$ cat src/hdl/fcs_pkg.sv
// Constants and types for the flash command sequencer
package fcs_pkg;

    localparam int CLK_PERIOD_NS    = 25;
    localparam int ERASE_WINDOW_NS  = 35000;
    localparam int ERASE_WINDOW_CYC = (ERASE_WINDOW_NS + CLK_PERIOD_NS - 1) / CLK_PERIOD_NS;
    localparam int WIN_W            = $clog2(ERASE_WINDOW_CYC + 1);

    localparam logic [15:0] ADDR_UNLOCK1 = 16'h0aa8;
    localparam logic [15:0] ADDR_UNLOCK2 = 16'h0554;
    localparam logic [7:0]  CMD_AA       = 8'haa;
    localparam logic [7:0]  CMD_55       = 8'h55;
    localparam logic [7:0]  CMD_PROG     = 8'ha0;
    localparam logic [7:0]  CMD_ERASE    = 8'h80;
    localparam logic [7:0]  CMD_CHIP     = 8'h10;
    localparam logic [7:0]  CMD_SECT     = 8'h30;
    localparam logic [7:0]  CMD_RESET    = 8'hf0;
    localparam logic [7:0]  CMD_SUSPEND  = 8'hb0;

    localparam logic [31:0] SEC_CODE_ADDR = 32'h0010_0000;
    localparam logic [31:0] TRIM_ADDR     = 32'h0010_0004;

    localparam logic [31:0] REG_BASE     = 32'h4000_0000;
    localparam logic [3:0]  OFS_ASZ      = 4'h0;
    localparam logic [3:0]  OFS_STAT     = 4'h4;
    localparam logic [1:0]  ASZ_ROM      = 2'b10;
    localparam logic [1:0]  ASZ_PROG     = 2'b01;
    localparam int          STAT_RDY_POS = 0;

    localparam int FLG_POLL  = 7;
    localparam int FLG_ALT   = 6;
    localparam int FLG_LIMIT = 5;
    localparam int FLG_WIN   = 3;
    localparam int FLG_ALT2  = 2;

    localparam logic [2:0] HSIZE_BYTE = 3'b000;
    localparam logic [2:0] HSIZE_HALF = 3'b001;
    localparam logic [2:0] HSIZE_WORD = 3'b010;

    localparam logic [2:0] STG_IDLE  = 3'h0;
    localparam logic [2:0] STG_U2    = 3'h1;
    localparam logic [2:0] STG_CMD   = 3'h2;
    localparam logic [2:0] STG_PDATA = 3'h3;
    localparam logic [2:0] STG_E_AA  = 3'h4;
    localparam logic [2:0] STG_E_55  = 3'h5;
    localparam logic [2:0] STG_E_END = 3'h6;

    typedef enum logic [5:0] {
        ST_READ   = 6'b000001,
        ST_PROG   = 6'b000010,
        ST_CHIP   = 6'b000100,
        ST_SE_WIN = 6'b001000,
        ST_SE_RUN = 6'b010000,
        ST_SUSP   = 6'b100000
    } fcs_state_e;

endpackage

$ cat src/hdl/fcs_flash_command_sequencer.sv
// Flash command sequencer with AHB-Lite slave, status flags and array control
//
// The register addresses and register access over AHB-Lite were left to the implementer.
`timescale 1ns/1ps
`default_nettype none

module fcs_flash_command_sequencer #(
    parameter int unsigned NSECT       = 8,
    parameter int unsigned SECT_LSB    = 14,
    parameter logic [31:0] FLASH_BYTES = 32'h0002_0000,
    parameter int unsigned LIMIT_CYC   = 400000
) (
    input  wire logic              hclk,
    input  wire logic              hresetn,
    input  wire logic              ce,
    input  wire logic              hsel,
    input  wire logic [31:0]       haddr,
    input  wire logic [1:0]        htrans,
    input  wire logic              hwrite,
    input  wire logic [2:0]        hsize,
    input  wire logic [31:0]       hwdata,
    input  wire logic              hready,
    output logic                   hreadyout,
    output logic [31:0]            hrdata,
    output logic                   hresp,
    output logic [31:0]            arr_raddr,
    input  wire logic [31:0]       arr_rdata,
    output logic                   arr_prog,
    output logic [31:0]            arr_op_addr,
    output logic [15:0]            arr_wdata,
    output logic                   arr_erase,
    output logic                   arr_chip,
    output logic [NSECT:0]         arr_mask,
    output logic                   arr_hold,
    output logic                   arr_abort,
    input  wire logic              arr_done,
    output logic                   flash_ready_bit,
    output logic [1:0]             access_size_field
);

    localparam logic [31:0] LIMIT_LAST = 32'(LIMIT_CYC - 1);
    localparam logic [fcs_pkg::WIN_W-1:0] WIN_LAST =
        fcs_pkg::WIN_W'(fcs_pkg::ERASE_WINDOW_CYC - 1);

    fcs_pkg::fcs_state_e state;

    logic                        dph_act;
    logic [31:0]                 dph_addr;
    logic                        dph_wr;
    logic [2:0]                  dph_size;
    logic [2:0]                  stage;
    logic [NSECT:0]              erase_mask;
    logic                        op_bit7;
    logic                        time_limit_flag;
    logic                        launched;
    logic                        alt;
    logic                        alt2;
    logic [fcs_pkg::WIN_W-1:0]   win_cnt;
    logic [31:0]                 lim_cnt;

    logic                        step;
    logic                        wr_ev;
    logic                        rd_ev;
    logic                        dph_flash;
    logic                        dph_reg;
    logic                        cmd_ok;
    logic [7:0]                  cmd_d;
    logic [15:0]                 cmd_a;
    logic [15:0]                 wr_half;
    logic                        sel_hit;
    logic                        flag_view;
    logic [7:0]                  flags;
    logic [31:0]                 rd_value;

    // Flash array plus the security/trim word pair
    function automatic logic in_flash(input logic [31:0] a);
        in_flash = (a < FLASH_BYTES) || (a[31:3] == fcs_pkg::SEC_CODE_ADDR[31:3]);
    endfunction

    // Security code and trim share one sector bit, so neither erases alone
    function automatic logic [NSECT:0] sect_of(input logic [31:0] a);
        logic [NSECT:0] m;
        m = '0;
        if (a[31:3] == fcs_pkg::SEC_CODE_ADDR[31:3]) begin
            m[NSECT] = 1'b1;
        end else begin
            m[a[SECT_LSB +: $clog2(NSECT)]] = 1'b1;
        end
        return m;
    endfunction

    assign step      = ce & dph_act & ~hreadyout;
    assign wr_ev     = step & dph_wr;
    assign rd_ev     = step & ~dph_wr;
    assign dph_flash = in_flash(dph_addr);
    assign dph_reg   = (dph_addr[31:4] == fcs_pkg::REG_BASE[31:4]);
    assign wr_half   = dph_addr[1] ? hwdata[31:16] : hwdata[15:0];
    assign cmd_d     = wr_half[7:0];
    assign cmd_a     = dph_addr[15:0];
    assign cmd_ok    = wr_ev & dph_flash & (dph_size == fcs_pkg::HSIZE_HALF)
                     & (access_size_field == fcs_pkg::ASZ_PROG);
    assign sel_hit   = |(sect_of(dph_addr) & erase_mask);

    // Word reads and ROM mode always see the array
    assign flag_view = dph_flash && (access_size_field == fcs_pkg::ASZ_PROG)
                     && (dph_size != fcs_pkg::HSIZE_WORD) && (state != fcs_pkg::ST_READ)
                     && !((state == fcs_pkg::ST_SUSP) && !sel_hit);

    always_comb begin
        flags = 8'h00;
        unique case (state)
            fcs_pkg::ST_PROG: begin
                flags[fcs_pkg::FLG_POLL]  = ~op_bit7;
                flags[fcs_pkg::FLG_ALT]   = alt;
                flags[fcs_pkg::FLG_LIMIT] = time_limit_flag;
            end
            fcs_pkg::ST_CHIP, fcs_pkg::ST_SE_RUN: begin
                flags[fcs_pkg::FLG_ALT]   = alt;
                flags[fcs_pkg::FLG_LIMIT] = time_limit_flag;
                flags[fcs_pkg::FLG_WIN]   = 1'b1;
                flags[fcs_pkg::FLG_ALT2]  = alt2;
            end
            fcs_pkg::ST_SE_WIN: begin
                flags[fcs_pkg::FLG_ALT]   = alt;
                flags[fcs_pkg::FLG_ALT2]  = alt2;
            end
            fcs_pkg::ST_SUSP: begin
                flags[fcs_pkg::FLG_WIN]   = 1'b1;
                flags[fcs_pkg::FLG_ALT2]  = alt2;
            end
            fcs_pkg::ST_READ: begin
                flags = 8'h00;
            end
        endcase
    end

    always_comb begin
        rd_value = 32'h0000_0000;
        if (dph_reg) begin
            if (dph_addr[3:0] == fcs_pkg::OFS_ASZ) begin
                rd_value = {30'h0, access_size_field};
            end else if (dph_addr[3:0] == fcs_pkg::OFS_STAT) begin
                rd_value[fcs_pkg::STAT_RDY_POS] = flash_ready_bit;
            end
        end else if (flag_view) begin
            rd_value = {4{flags}};
        end else if (dph_flash) begin
            rd_value = arr_rdata;
        end
    end

    // Bus slave: one wait state on every transfer gives the array a cycle to answer
    always_ff @(posedge hclk or negedge hresetn) begin
        if (!hresetn) begin
            dph_act   <= 1'b0;
            hreadyout <= 1'b1;
            hrdata    <= 32'h0000_0000;
            hresp     <= 1'b0;
            dph_addr  <= 32'h0000_0000;
            dph_wr    <= 1'b0;
            dph_size  <= 3'h0;
            arr_raddr <= 32'h0000_0000;
        end else if (ce) begin
            hresp <= 1'b0;
            if (hsel && htrans[1] && hready) begin
                dph_act   <= 1'b1;
                hreadyout <= 1'b0;
                dph_addr  <= haddr;
                dph_wr    <= hwrite;
                dph_size  <= hsize;
                arr_raddr <= {haddr[31:2], 2'b00};
            end else if (step) begin
                dph_act   <= 1'b0;
                hreadyout <= 1'b1;
                if (!dph_wr) begin
                    hrdata <= rd_value;
                end
            end
        end
    end

    // Access mode register; reset always lands in ROM mode
    always_ff @(posedge hclk or negedge hresetn) begin
        if (!hresetn) begin
            access_size_field <= fcs_pkg::ASZ_ROM;
        end else if (ce && wr_ev && dph_reg && dph_addr[3:0] == fcs_pkg::OFS_ASZ) begin
            access_size_field <= wr_half[1:0];
        end
    end

    // Alternating flags move only on reads that actually show them
    always_ff @(posedge hclk or negedge hresetn) begin
        if (!hresetn) begin
            alt  <= 1'b0;
            alt2 <= 1'b0;
        end else if (ce && rd_ev && flag_view) begin
            if (state != fcs_pkg::ST_SUSP) begin
                alt <= ~alt;
            end
            if (state != fcs_pkg::ST_PROG) begin
                alt2 <= ~alt2;
            end
        end
    end

    always_ff @(posedge hclk or negedge hresetn) begin
        if (!hresetn) begin
            flash_ready_bit <= 1'b1;
            arr_hold        <= 1'b0;
        end else if (ce) begin
            flash_ready_bit <= (state == fcs_pkg::ST_READ);
            arr_hold        <= (state == fcs_pkg::ST_SUSP);
        end
    end

    // Command decoder and algorithm control
    always_ff @(posedge hclk or negedge hresetn) begin
        if (!hresetn) begin
            state       <= fcs_pkg::ST_READ;
            stage       <= fcs_pkg::STG_IDLE;
            erase_mask  <= '0;
            op_bit7     <= 1'b0;
            time_limit_flag        <= 1'b0;
            launched    <= 1'b0;
            win_cnt     <= '0;
            lim_cnt     <= 32'h0000_0000;
            arr_prog    <= 1'b0;
            arr_erase   <= 1'b0;
            arr_abort   <= 1'b0;
            arr_chip    <= 1'b0;
            arr_mask    <= '0;
            arr_op_addr <= 32'h0000_0000;
            arr_wdata   <= 16'h0000;
        end else if (ce) begin
            arr_prog  <= 1'b0;
            arr_erase <= 1'b0;
            arr_abort <= 1'b0;
            unique case (state)
                fcs_pkg::ST_READ: begin
                    if (cmd_ok) begin
                        stage <= fcs_pkg::STG_IDLE;
                        if (stage == fcs_pkg::STG_PDATA) begin
                            // Odd address is passed on untouched; host must keep it even
                            arr_prog    <= 1'b1;
                            arr_op_addr <= dph_addr;
                            arr_wdata   <= wr_half;
                            op_bit7     <= wr_half[7];
                            state       <= fcs_pkg::ST_PROG;
                            lim_cnt     <= 32'h0000_0000;
                            time_limit_flag        <= 1'b0;
                        end else if (cmd_d == fcs_pkg::CMD_RESET) begin
                            stage <= fcs_pkg::STG_IDLE;
                        end else if (stage == fcs_pkg::STG_IDLE && cmd_a == fcs_pkg::ADDR_UNLOCK1
                                     && cmd_d == fcs_pkg::CMD_AA) begin
                            stage <= fcs_pkg::STG_U2;
                        end else if (stage == fcs_pkg::STG_U2 && cmd_a == fcs_pkg::ADDR_UNLOCK2
                                     && cmd_d == fcs_pkg::CMD_55) begin
                            stage <= fcs_pkg::STG_CMD;
                        end else if (stage == fcs_pkg::STG_CMD && cmd_a == fcs_pkg::ADDR_UNLOCK1
                                     && cmd_d == fcs_pkg::CMD_PROG) begin
                            stage <= fcs_pkg::STG_PDATA;
                        end else if (stage == fcs_pkg::STG_CMD && cmd_a == fcs_pkg::ADDR_UNLOCK1
                                     && cmd_d == fcs_pkg::CMD_ERASE) begin
                            stage <= fcs_pkg::STG_E_AA;
                        end else if (stage == fcs_pkg::STG_E_AA && cmd_a == fcs_pkg::ADDR_UNLOCK1
                                     && cmd_d == fcs_pkg::CMD_AA) begin
                            stage <= fcs_pkg::STG_E_55;
                        end else if (stage == fcs_pkg::STG_E_55 && cmd_a == fcs_pkg::ADDR_UNLOCK2
                                     && cmd_d == fcs_pkg::CMD_55) begin
                            stage <= fcs_pkg::STG_E_END;
                        end else if (stage == fcs_pkg::STG_E_END && cmd_a == fcs_pkg::ADDR_UNLOCK1
                                     && cmd_d == fcs_pkg::CMD_CHIP) begin
                            arr_erase <= 1'b1;
                            arr_chip  <= 1'b1;
                            arr_mask  <= '1;
                            state     <= fcs_pkg::ST_CHIP;
                            lim_cnt   <= 32'h0000_0000;
                            time_limit_flag      <= 1'b0;
                        end else if (stage == fcs_pkg::STG_E_END
                                     && cmd_d == fcs_pkg::CMD_SECT) begin
                            erase_mask <= sect_of(dph_addr);
                            arr_chip   <= 1'b0;
                            win_cnt    <= '0;
                            launched   <= 1'b0;
                            state      <= fcs_pkg::ST_SE_WIN;
                        end
                    end
                end
                fcs_pkg::ST_SE_WIN: begin
                    if (cmd_ok && cmd_d == fcs_pkg::CMD_SUSPEND) begin
                        state <= fcs_pkg::ST_SUSP;
                    end else if (cmd_ok && cmd_d == fcs_pkg::CMD_SECT) begin
                        // Each added sector reopens the window
                        erase_mask <= erase_mask | sect_of(dph_addr);
                        win_cnt    <= '0;
                    end else if (win_cnt == WIN_LAST) begin
                        arr_erase <= 1'b1;
                        arr_mask  <= erase_mask;
                        launched  <= 1'b1;
                        lim_cnt   <= 32'h0000_0000;
                        time_limit_flag      <= 1'b0;
                        state     <= fcs_pkg::ST_SE_RUN;
                    end else begin
                        win_cnt <= win_cnt + 1'b1;
                    end
                end
                fcs_pkg::ST_SUSP: begin
                    if (cmd_ok && cmd_d == fcs_pkg::CMD_SECT) begin
                        state <= fcs_pkg::ST_SE_RUN;
                        if (!launched) begin
                            arr_erase <= 1'b1;
                            arr_mask  <= erase_mask;
                            launched  <= 1'b1;
                            lim_cnt   <= 32'h0000_0000;
                            time_limit_flag      <= 1'b0;
                        end
                    end
                end
                fcs_pkg::ST_PROG, fcs_pkg::ST_CHIP, fcs_pkg::ST_SE_RUN: begin
                    if (time_limit_flag && cmd_ok && cmd_d == fcs_pkg::CMD_RESET) begin
                        arr_abort <= 1'b1;
                        time_limit_flag      <= 1'b0;
                        state     <= fcs_pkg::ST_READ;
                    end else if (arr_done && !time_limit_flag) begin
                        state <= fcs_pkg::ST_READ;
                    end else if (state == fcs_pkg::ST_SE_RUN && cmd_ok
                                 && cmd_d == fcs_pkg::CMD_SUSPEND) begin
                        state <= fcs_pkg::ST_SUSP;
                    end else if (lim_cnt == LIMIT_LAST) begin
                        time_limit_flag <= 1'b1;
                    end else begin
                        lim_cnt <= lim_cnt + 32'h1;
                    end
                end
            endcase
        end
    end
endmodule

`default_nettype wire

$ cat config.mk
export PLATFORM = sky130hd
export DESIGN_NAME = fcs_flash_command_sequencer
export DESIGN_NICKNAME = d
export VERILOG_FILES = /design/src/hdl/fcs_pkg.sv /design/src/hdl/fcs_flash_command_sequencer.sv
export SDC_FILE = /design/constraint.sdc
export NUM_CORES = 1
export LEC_CHECK = 0
export ABC_CLOCK_PERIOD_IN_PS = 4510
export BUFFER_PORTS_ARGS = -buffer_cell sky130_fd_sc_hd__buf_2
export CAP_MARGIN = 20
export CORE_MARGIN = 3
export CORE_UTILIZATION = 58
export CTS_CLUSTER_DIAMETER = 40
export CTS_CLUSTER_SIZE = 16
export DETAILED_ROUTE_END_ITERATION = 7
export PLACE_DENSITY = 0.95
export SETUP_SLACK_MARGIN = 0.02
export SYNTH_ARGS = -nofsm -noshare
export SYNTH_HDL_FRONTEND = slang
export SYNTH_SLANG_ARGS = --single-unit
$ cat constraint.sdc
create_clock -name hclk -period 4.51 [get_ports hclk]
set_input_delay 0.451 -clock hclk [delete_from_list [all_inputs] [get_ports hclk]]
set_output_delay 0.451 -clock hclk [all_outputs]
set_load 0.02 [all_outputs]
# ---- Word level (Yosys, flattened, before mapping)
# Cells that the tools add are included.
dict set report word_totals {
  word_cells 368
  out_inout_bits 131
  in_bits 108
  regBits 231
}
dict set report classes {
  n_mux 178
  n_reduce_logical 64
  bitwise_logic 23
  n_eq_ne 71
  addsub 2
  magnitude_cmp 3
}
# op count
set op_table {}
lappend op_table {{$mux 32} 22}
lappend op_table {{$mux 9} 28}
lappend op_table {{$mux 11} 14}
lappend op_table {{$pmux 32 s4} 1}
lappend op_table {{$mux 6} 18}
lappend op_table {{$mux 1} 73}
lappend op_table {{$eq 8x8->1 const B} 5}
lappend op_table {{$mux 8} 5}
lappend op_table {{$ne 2x2->1 const B} 19}
lappend op_table {{$ne 3x3->1 const B} 12}
lappend op_table {{$logic_and 1x1->1} 34}
lappend op_table {{$reduce_and 17->1} 2}
lappend op_table {{$add 32x1->32 const B} 1}
lappend op_table {{$eq 32x19->1 const B} 1}
lappend op_table {{$lt 32x18->1 const B} 1}
lappend op_table {{$reduce_and 15->1} 2}
lappend op_table {{$eq 29x18->1 const B} 1}
lappend op_table {{$eq 28x27->1 const B} 1}
lappend op_table {{$pmux 9 s3} 1}
lappend op_table {{$mux 3} 8}
lappend op_table {{$pmux 6 s4} 1}
lappend op_table {{$pmux 11 s2} 1}
lappend op_table {{$reduce_and 19->1} 1}
lappend op_table {{$pmux 9 s2} 1}
lappend op_table {{other kinds (50)} 88}

# ---- Longest topological paths before layout
dict set report depth {
  ltp_word 17
  mapped_depth 11
  ltp_nobuf 8
}

# ---- Worst setup path after synthesis
# Ideal clock, no wire load.
dict set report synth_timing {
  path_kind {in2reg}
  startpoint {input port ce}
  endpoint {register lim_cnt[13]}
  path_slack_ps 1769
  required_ps 4384
  path_stages 10
  setup_ps 126
  arrival_time_ps 2615
  path_buffers 3
  cell_sequence {buf_4 nand4b_4 or4_1 or2_1 buf_2 o31ai_4 a21oi_2 or2_1 buf_6 o32a_1}
}
dict set report synth_between {
  elab_chain_cells 10
  word_cells_on_any_way 19
  classes_between {eq/ne (6); bitwise (6); reduce/logical (7)}
}
# item line
set synth_rtl {}
lappend synth_rtl {{start, declared} fcs_flash_command_sequencer.sv:15} ;# input wire logic ce,
lappend synth_rtl {{$and 1x1->1 (2 in a row)} fcs_flash_command_sequencer.sv:92} ;# assign step = ce & dph_act & ~hreadyout;
lappend synth_rtl {{$and 1x1->1} fcs_flash_command_sequencer.sv:93} ;# assign wr_ev = step & dph_wr;
lappend synth_rtl {{$and 1x1->1 (2 in a row)} fcs_flash_command_sequencer.sv:100} ;# assign cmd_ok = wr_ev & dph_flash & (dph_size == fcs_pkg::HSIZE_HALF)
lappend synth_rtl {{$and 1x1->1} fcs_flash_command_sequencer.sv:101} ;# & (access_size_field == fcs_pkg::ASZ_PROG);
lappend synth_rtl {{$logic_and 1x1->1, on equally long branches} {fcs_flash_command_sequencer.sv:326, fcs_flash_command_sequencer.sv:320}}
lappend synth_rtl {{$logic_and 1x1->1, on equally long branches} {fcs_flash_command_sequencer.sv:327, fcs_flash_command_sequencer.sv:320}}
lappend synth_rtl {{$ne 2x2->1 (no source line)} --}
lappend synth_rtl {{$reduce_and 19->1 (no source line) (*)} --}
lappend synth_rtl {{end signal, assigned} fcs_flash_command_sequencer.sv:332} ;# lim_cnt <= lim_cnt + 32'h1;
lappend synth_rtl {{end, declared} fcs_flash_command_sequencer.sv:59} ;# logic [31:0] lim_cnt;
# Mark *: on every way between the ends. The rest lies on a longest branch, timed or not.
# A chain may end at the register's enable or synchronous reset.

# ---- Worst setup path after layout
dict set report layout_timing {
  startpoint {register dph_addr[4]}
  endpoint {register arr_wdata[11]}
}
dict set report layout_between {
  elab_chain_cells 6
  word_cells_on_any_way 7
  classes_between {order compare (1); eq/ne (1); bitwise (3); reduce/logical (2)}
}
# item line
set layout_rtl {}
lappend layout_rtl {{start, declared} fcs_flash_command_sequencer.sv:48} ;# logic [31:0] dph_addr;
lappend layout_rtl {{start signal, assigned} fcs_flash_command_sequencer.sv:168} ;# dph_addr <= haddr;
lappend layout_rtl {{$lt 32x18->1 / $eq 29x18->1 (equally long branches)} fcs_flash_command_sequencer.sv:77} ;# in_flash = (a < FLASH_BYTES) || (a[31:3] == fcs_pkg::SEC_CODE_ADDR[31:3]);
lappend layout_rtl {{$logic_or 1x1->1 (*)} fcs_flash_command_sequencer.sv:77}
lappend layout_rtl {{$and 1x1->1 (*) (2 in a row)} fcs_flash_command_sequencer.sv:100}
lappend layout_rtl {{$and 1x1->1 (*)} fcs_flash_command_sequencer.sv:101}
lappend layout_rtl {{$reduce_and 4->1 (no source line) (*)} --}
lappend layout_rtl {{end signal, assigned} fcs_flash_command_sequencer.sv:246} ;# arr_wdata <= wr_half;
lappend layout_rtl {{end, declared} fcs_flash_command_sequencer.sv:30} ;# output logic [15:0] arr_wdata,
# Marks and branches as above.

==> flow_summary.ini <==
[floorplanning]
fp-row-count = 47
design.core.area_sq_um = 16760
die_w_um = 137.8
die_h_um = 137.8
pin_count = 239
die-area_sq_um = 18980
initial_core_util = 0.6008

[sta]
tns_ns = 0
rsz0062_at_grt = false
hold_ws_ns = 0.1711
finalCritPeriodShare = 0.7992
max_freq_mhz = 277.4
post-route-min-period_ns = 3.604
slew_violations = 0
worst_pin_slew_ns = 1.034
hold_viol = 0
slew_headroom = 0.3051
skew_ns = 0.01209
finalSetupViolations = 0

[placed_design]
dpl_cell_area_sq_um = 11170
port_buffers = 234
place_congestion = 0.9404
hpwlAfterDp_um = 19680

[worst_setup_path]
reg2reg_from = dph_addr[4]$_DFFE_PN0P_
r2r_slack_ns = 0.91
path_max_fanout = 30
crit_top_cell = a21oi_1
path_class = reg -> reg
crit_required_ns = 4.87
crit_arrival_ns = 3.96
critPathSlowestCell = nor2_4
r2r-end = arr_wdata[11]$_DFFE_PN0P_
r2r_cells = 8
setup.worst_path.end_class = register
cp_slowest_stage_delay_ns = 0.79
crit_chain = nor4_1 > nand4_1 > a21oi_1 > nand3_1 > nor2_4 > buf_4 > nor2_1 > a21oi_1
crit_path_start_kind = register

[synthesis]
synth_top_area_share = 0.4871
synth_ff_type = dfrtp_1
avgSynthCellArea_sq_um = 9.655
ys_seq_area_frac = 0.4975
synth_cells = 1043
ys_warn_count = 0
async_reset_ff_frac = 1.000
yosys-top-cells-count = dfrtp_1, nand2_1, nor2_1
netlist_area_sq_um = 10070
synth_edf_count = 0
synth.area.top_cells = dfrtp_1, nand2_1, nor2_1
synth_most_common_cell = dfrtp_1
synth_top_area_cell = dfrtp_1
yosysUniqueCellTypes = 82
ys_ff_latch = 200

[power]
leakage_nw = 5.927
p_clk_frac = 0.370
switching_power_w = 0.001172
power_frac_seq = 0.504
intPower_w = 0.002795
swShare = 0.2955
power_w = 0.003968
combPwrFrac = 0.125
ir_drop_mv = 0.2698
power.density_nw_per_um2 = 337.4

[run]
cap_violations = 0

[layout]
syn_to_final_growth_pct = 16.77
nets = 1335
regArea_sq_um = 5010
drive_above_1_share = 0.2658
multi_input_area_sq_um = 4494
design_area_sq_um = 11760
fill_cells = 1196

[routing]
vias = 8928
dr.pass1.iters = 5
wl_per_cell_um = 19.11
ant_nets = 0
drt_wl_total_um = 27910
drt_iter0_markers = 771
viasPerCell = 6.115
drc = 0

[cts]
hold_buffers = 0
cts_tree = built
clkTransAtPathRegs_ns = 0.08
cts_resized = 0
cts_setup_buffers = 0
clk-insertion-delay-late_ns = 0.44
cts.sinks = 200
htree_num_levels = 4
clk_path_buf_depth = 2
numCtsBuffers = 17
cts_root_buf = clkbuf_16

[global_routing]
grt_max_degree = 123
overflow = 0
track_usage = 0.2947
antenna_found_initial = 2
grt_pass1_vias = 8724
grt_pass1_wl_um = 43880

[hold_path]
holdCritPathClass = in -> async

[outcome]
outcome = finished clean
[cells by family after synthesis]
group | Yosys count | share of synthesized area
and+or+nand+nor | 454 | 0.2299
DFF | 200 | 0.4975
adders and majority gates | 2 | 0.002485
muxes | 55 | 0.06064
AOI/OAI and AO/OA | 216 | 0.1486
buffers and inverters | 112 | 0.05790
xor gates and xnor gates | 3 | 0.002610
other | 1 | 0.0003724
[area by class of cell]
type | count | share of cell area
clock inverters | 15 | 0.01139
clock buffers | 17 | 0.03618
inverters | 24 | 0.007661
multi-input cells | 733 | 0.3822
well taps | 220 | 0.02341
diodes | 2 | 0.0004256
flip-flops and latches | 200 | 0.4260
repair buffers | 249 | 0.1127
[sequential cells by signal, summed over array words and instances (netlist names), 2 cells and up]
register / flops
lim_cnt: 32
arr_op_addr: 32
dph_addr: 31
win_cnt: 11
state: 6
arr_mask: 9
erase_mask: 9
hrdata: 32
arr_wdata: 16
dph_size: 3
stage: 3
access_size_field: 2
[layer usage]
metal	track usage	vias to the layer above	routed length, um
li1	-	4075	-
met2	0.4732	513	13360
met4	0.1328	0	1074
met5	0	-	0
met1	0.3785	4260	10830
met3	0.07451	80	2642
[worst max-delay path, delay by kind of cell, from the launching register on]
kind                   cells  cell delay, ns
AO/OA/AOI/OAI              2            0.63
buffers and inverters      1            0.35
flip-flops                 1            0.46
AND/OR/NAND/NOR            5            2.06
[power by group through the flow]
stage	combinational, W	sequential [W]	clock (W)
6_report	0.000498	0.00200	0.00147
5_1_grt	0.000542	0.00201	0.00155
4_1_cts	0.000498	0.00199	0.00148
3_5_place_dp	0.000495	0.00203	0
3_3_place_gp	0.000475	0.00202	0
2_1_floorplan	0.000364	0.00200	0
[placed cells by master, fill, tap and decap left out, types with 17 or more instances in the layout]
cell type  instances
mux2i_1           25
o31ai_1           32
buf_2            233
nand2_1          168
o21ai_0           40
nand4_1           18
nand3_1           29
nor2b_1           22
nand2b_1          30
dfrtp_1          196
a21oi_1           34
mux2_2            23
inv_1             24
clkbuf_16         17
nor2_1            77
nor3_1            21
a22oi_1           21
[worst max path at each step]
stage,from,to,slack [ns],cells past startpoint
floorplan,ce,lim_cnt[13]$_DFFE_PN0P_,1.77,10
detailed placement,dph_addr[4]$_DFFE_PN0P_,arr_wdata[11]$_DFFE_PN0P_,0.96,8
global placement,dph_addr[4]$_DFFE_PN0P_,arr_wdata[10]$_DFFE_PN0P_,1.14,8
global route,dph_addr[4]$_DFFE_PN0P_,arr_wdata[11]$_DFFE_PN0P_,0.52,8
CTS,dph_addr[4]$_DFFE_PN0P_,arr_wdata[11]$_DFFE_PN0P_,0.95,8
finish,dph_addr[4]$_DFFE_PN0P_,arr_wdata[11]$_DFFE_PN0P_,0.91,8
[through the flow]
| step | std cells | utilization | worst slack (ns) |
|---|---|---|---|
| finish | 1460 | 0.7016 | 0.9057 |
| global route | 1460 | 0.7016 | 0.5226 |
| CTS | 1457 | 0.6997 | 0.9480 |
| detailed placement | 1425 | 0.6663 | 0.9608 |
| global placement | 1425 | 0.6663 | 1.139 |
| floorplan | 1045 | - | 1.769 |
No activity file was read; power rests on OpenSTA's default activity.
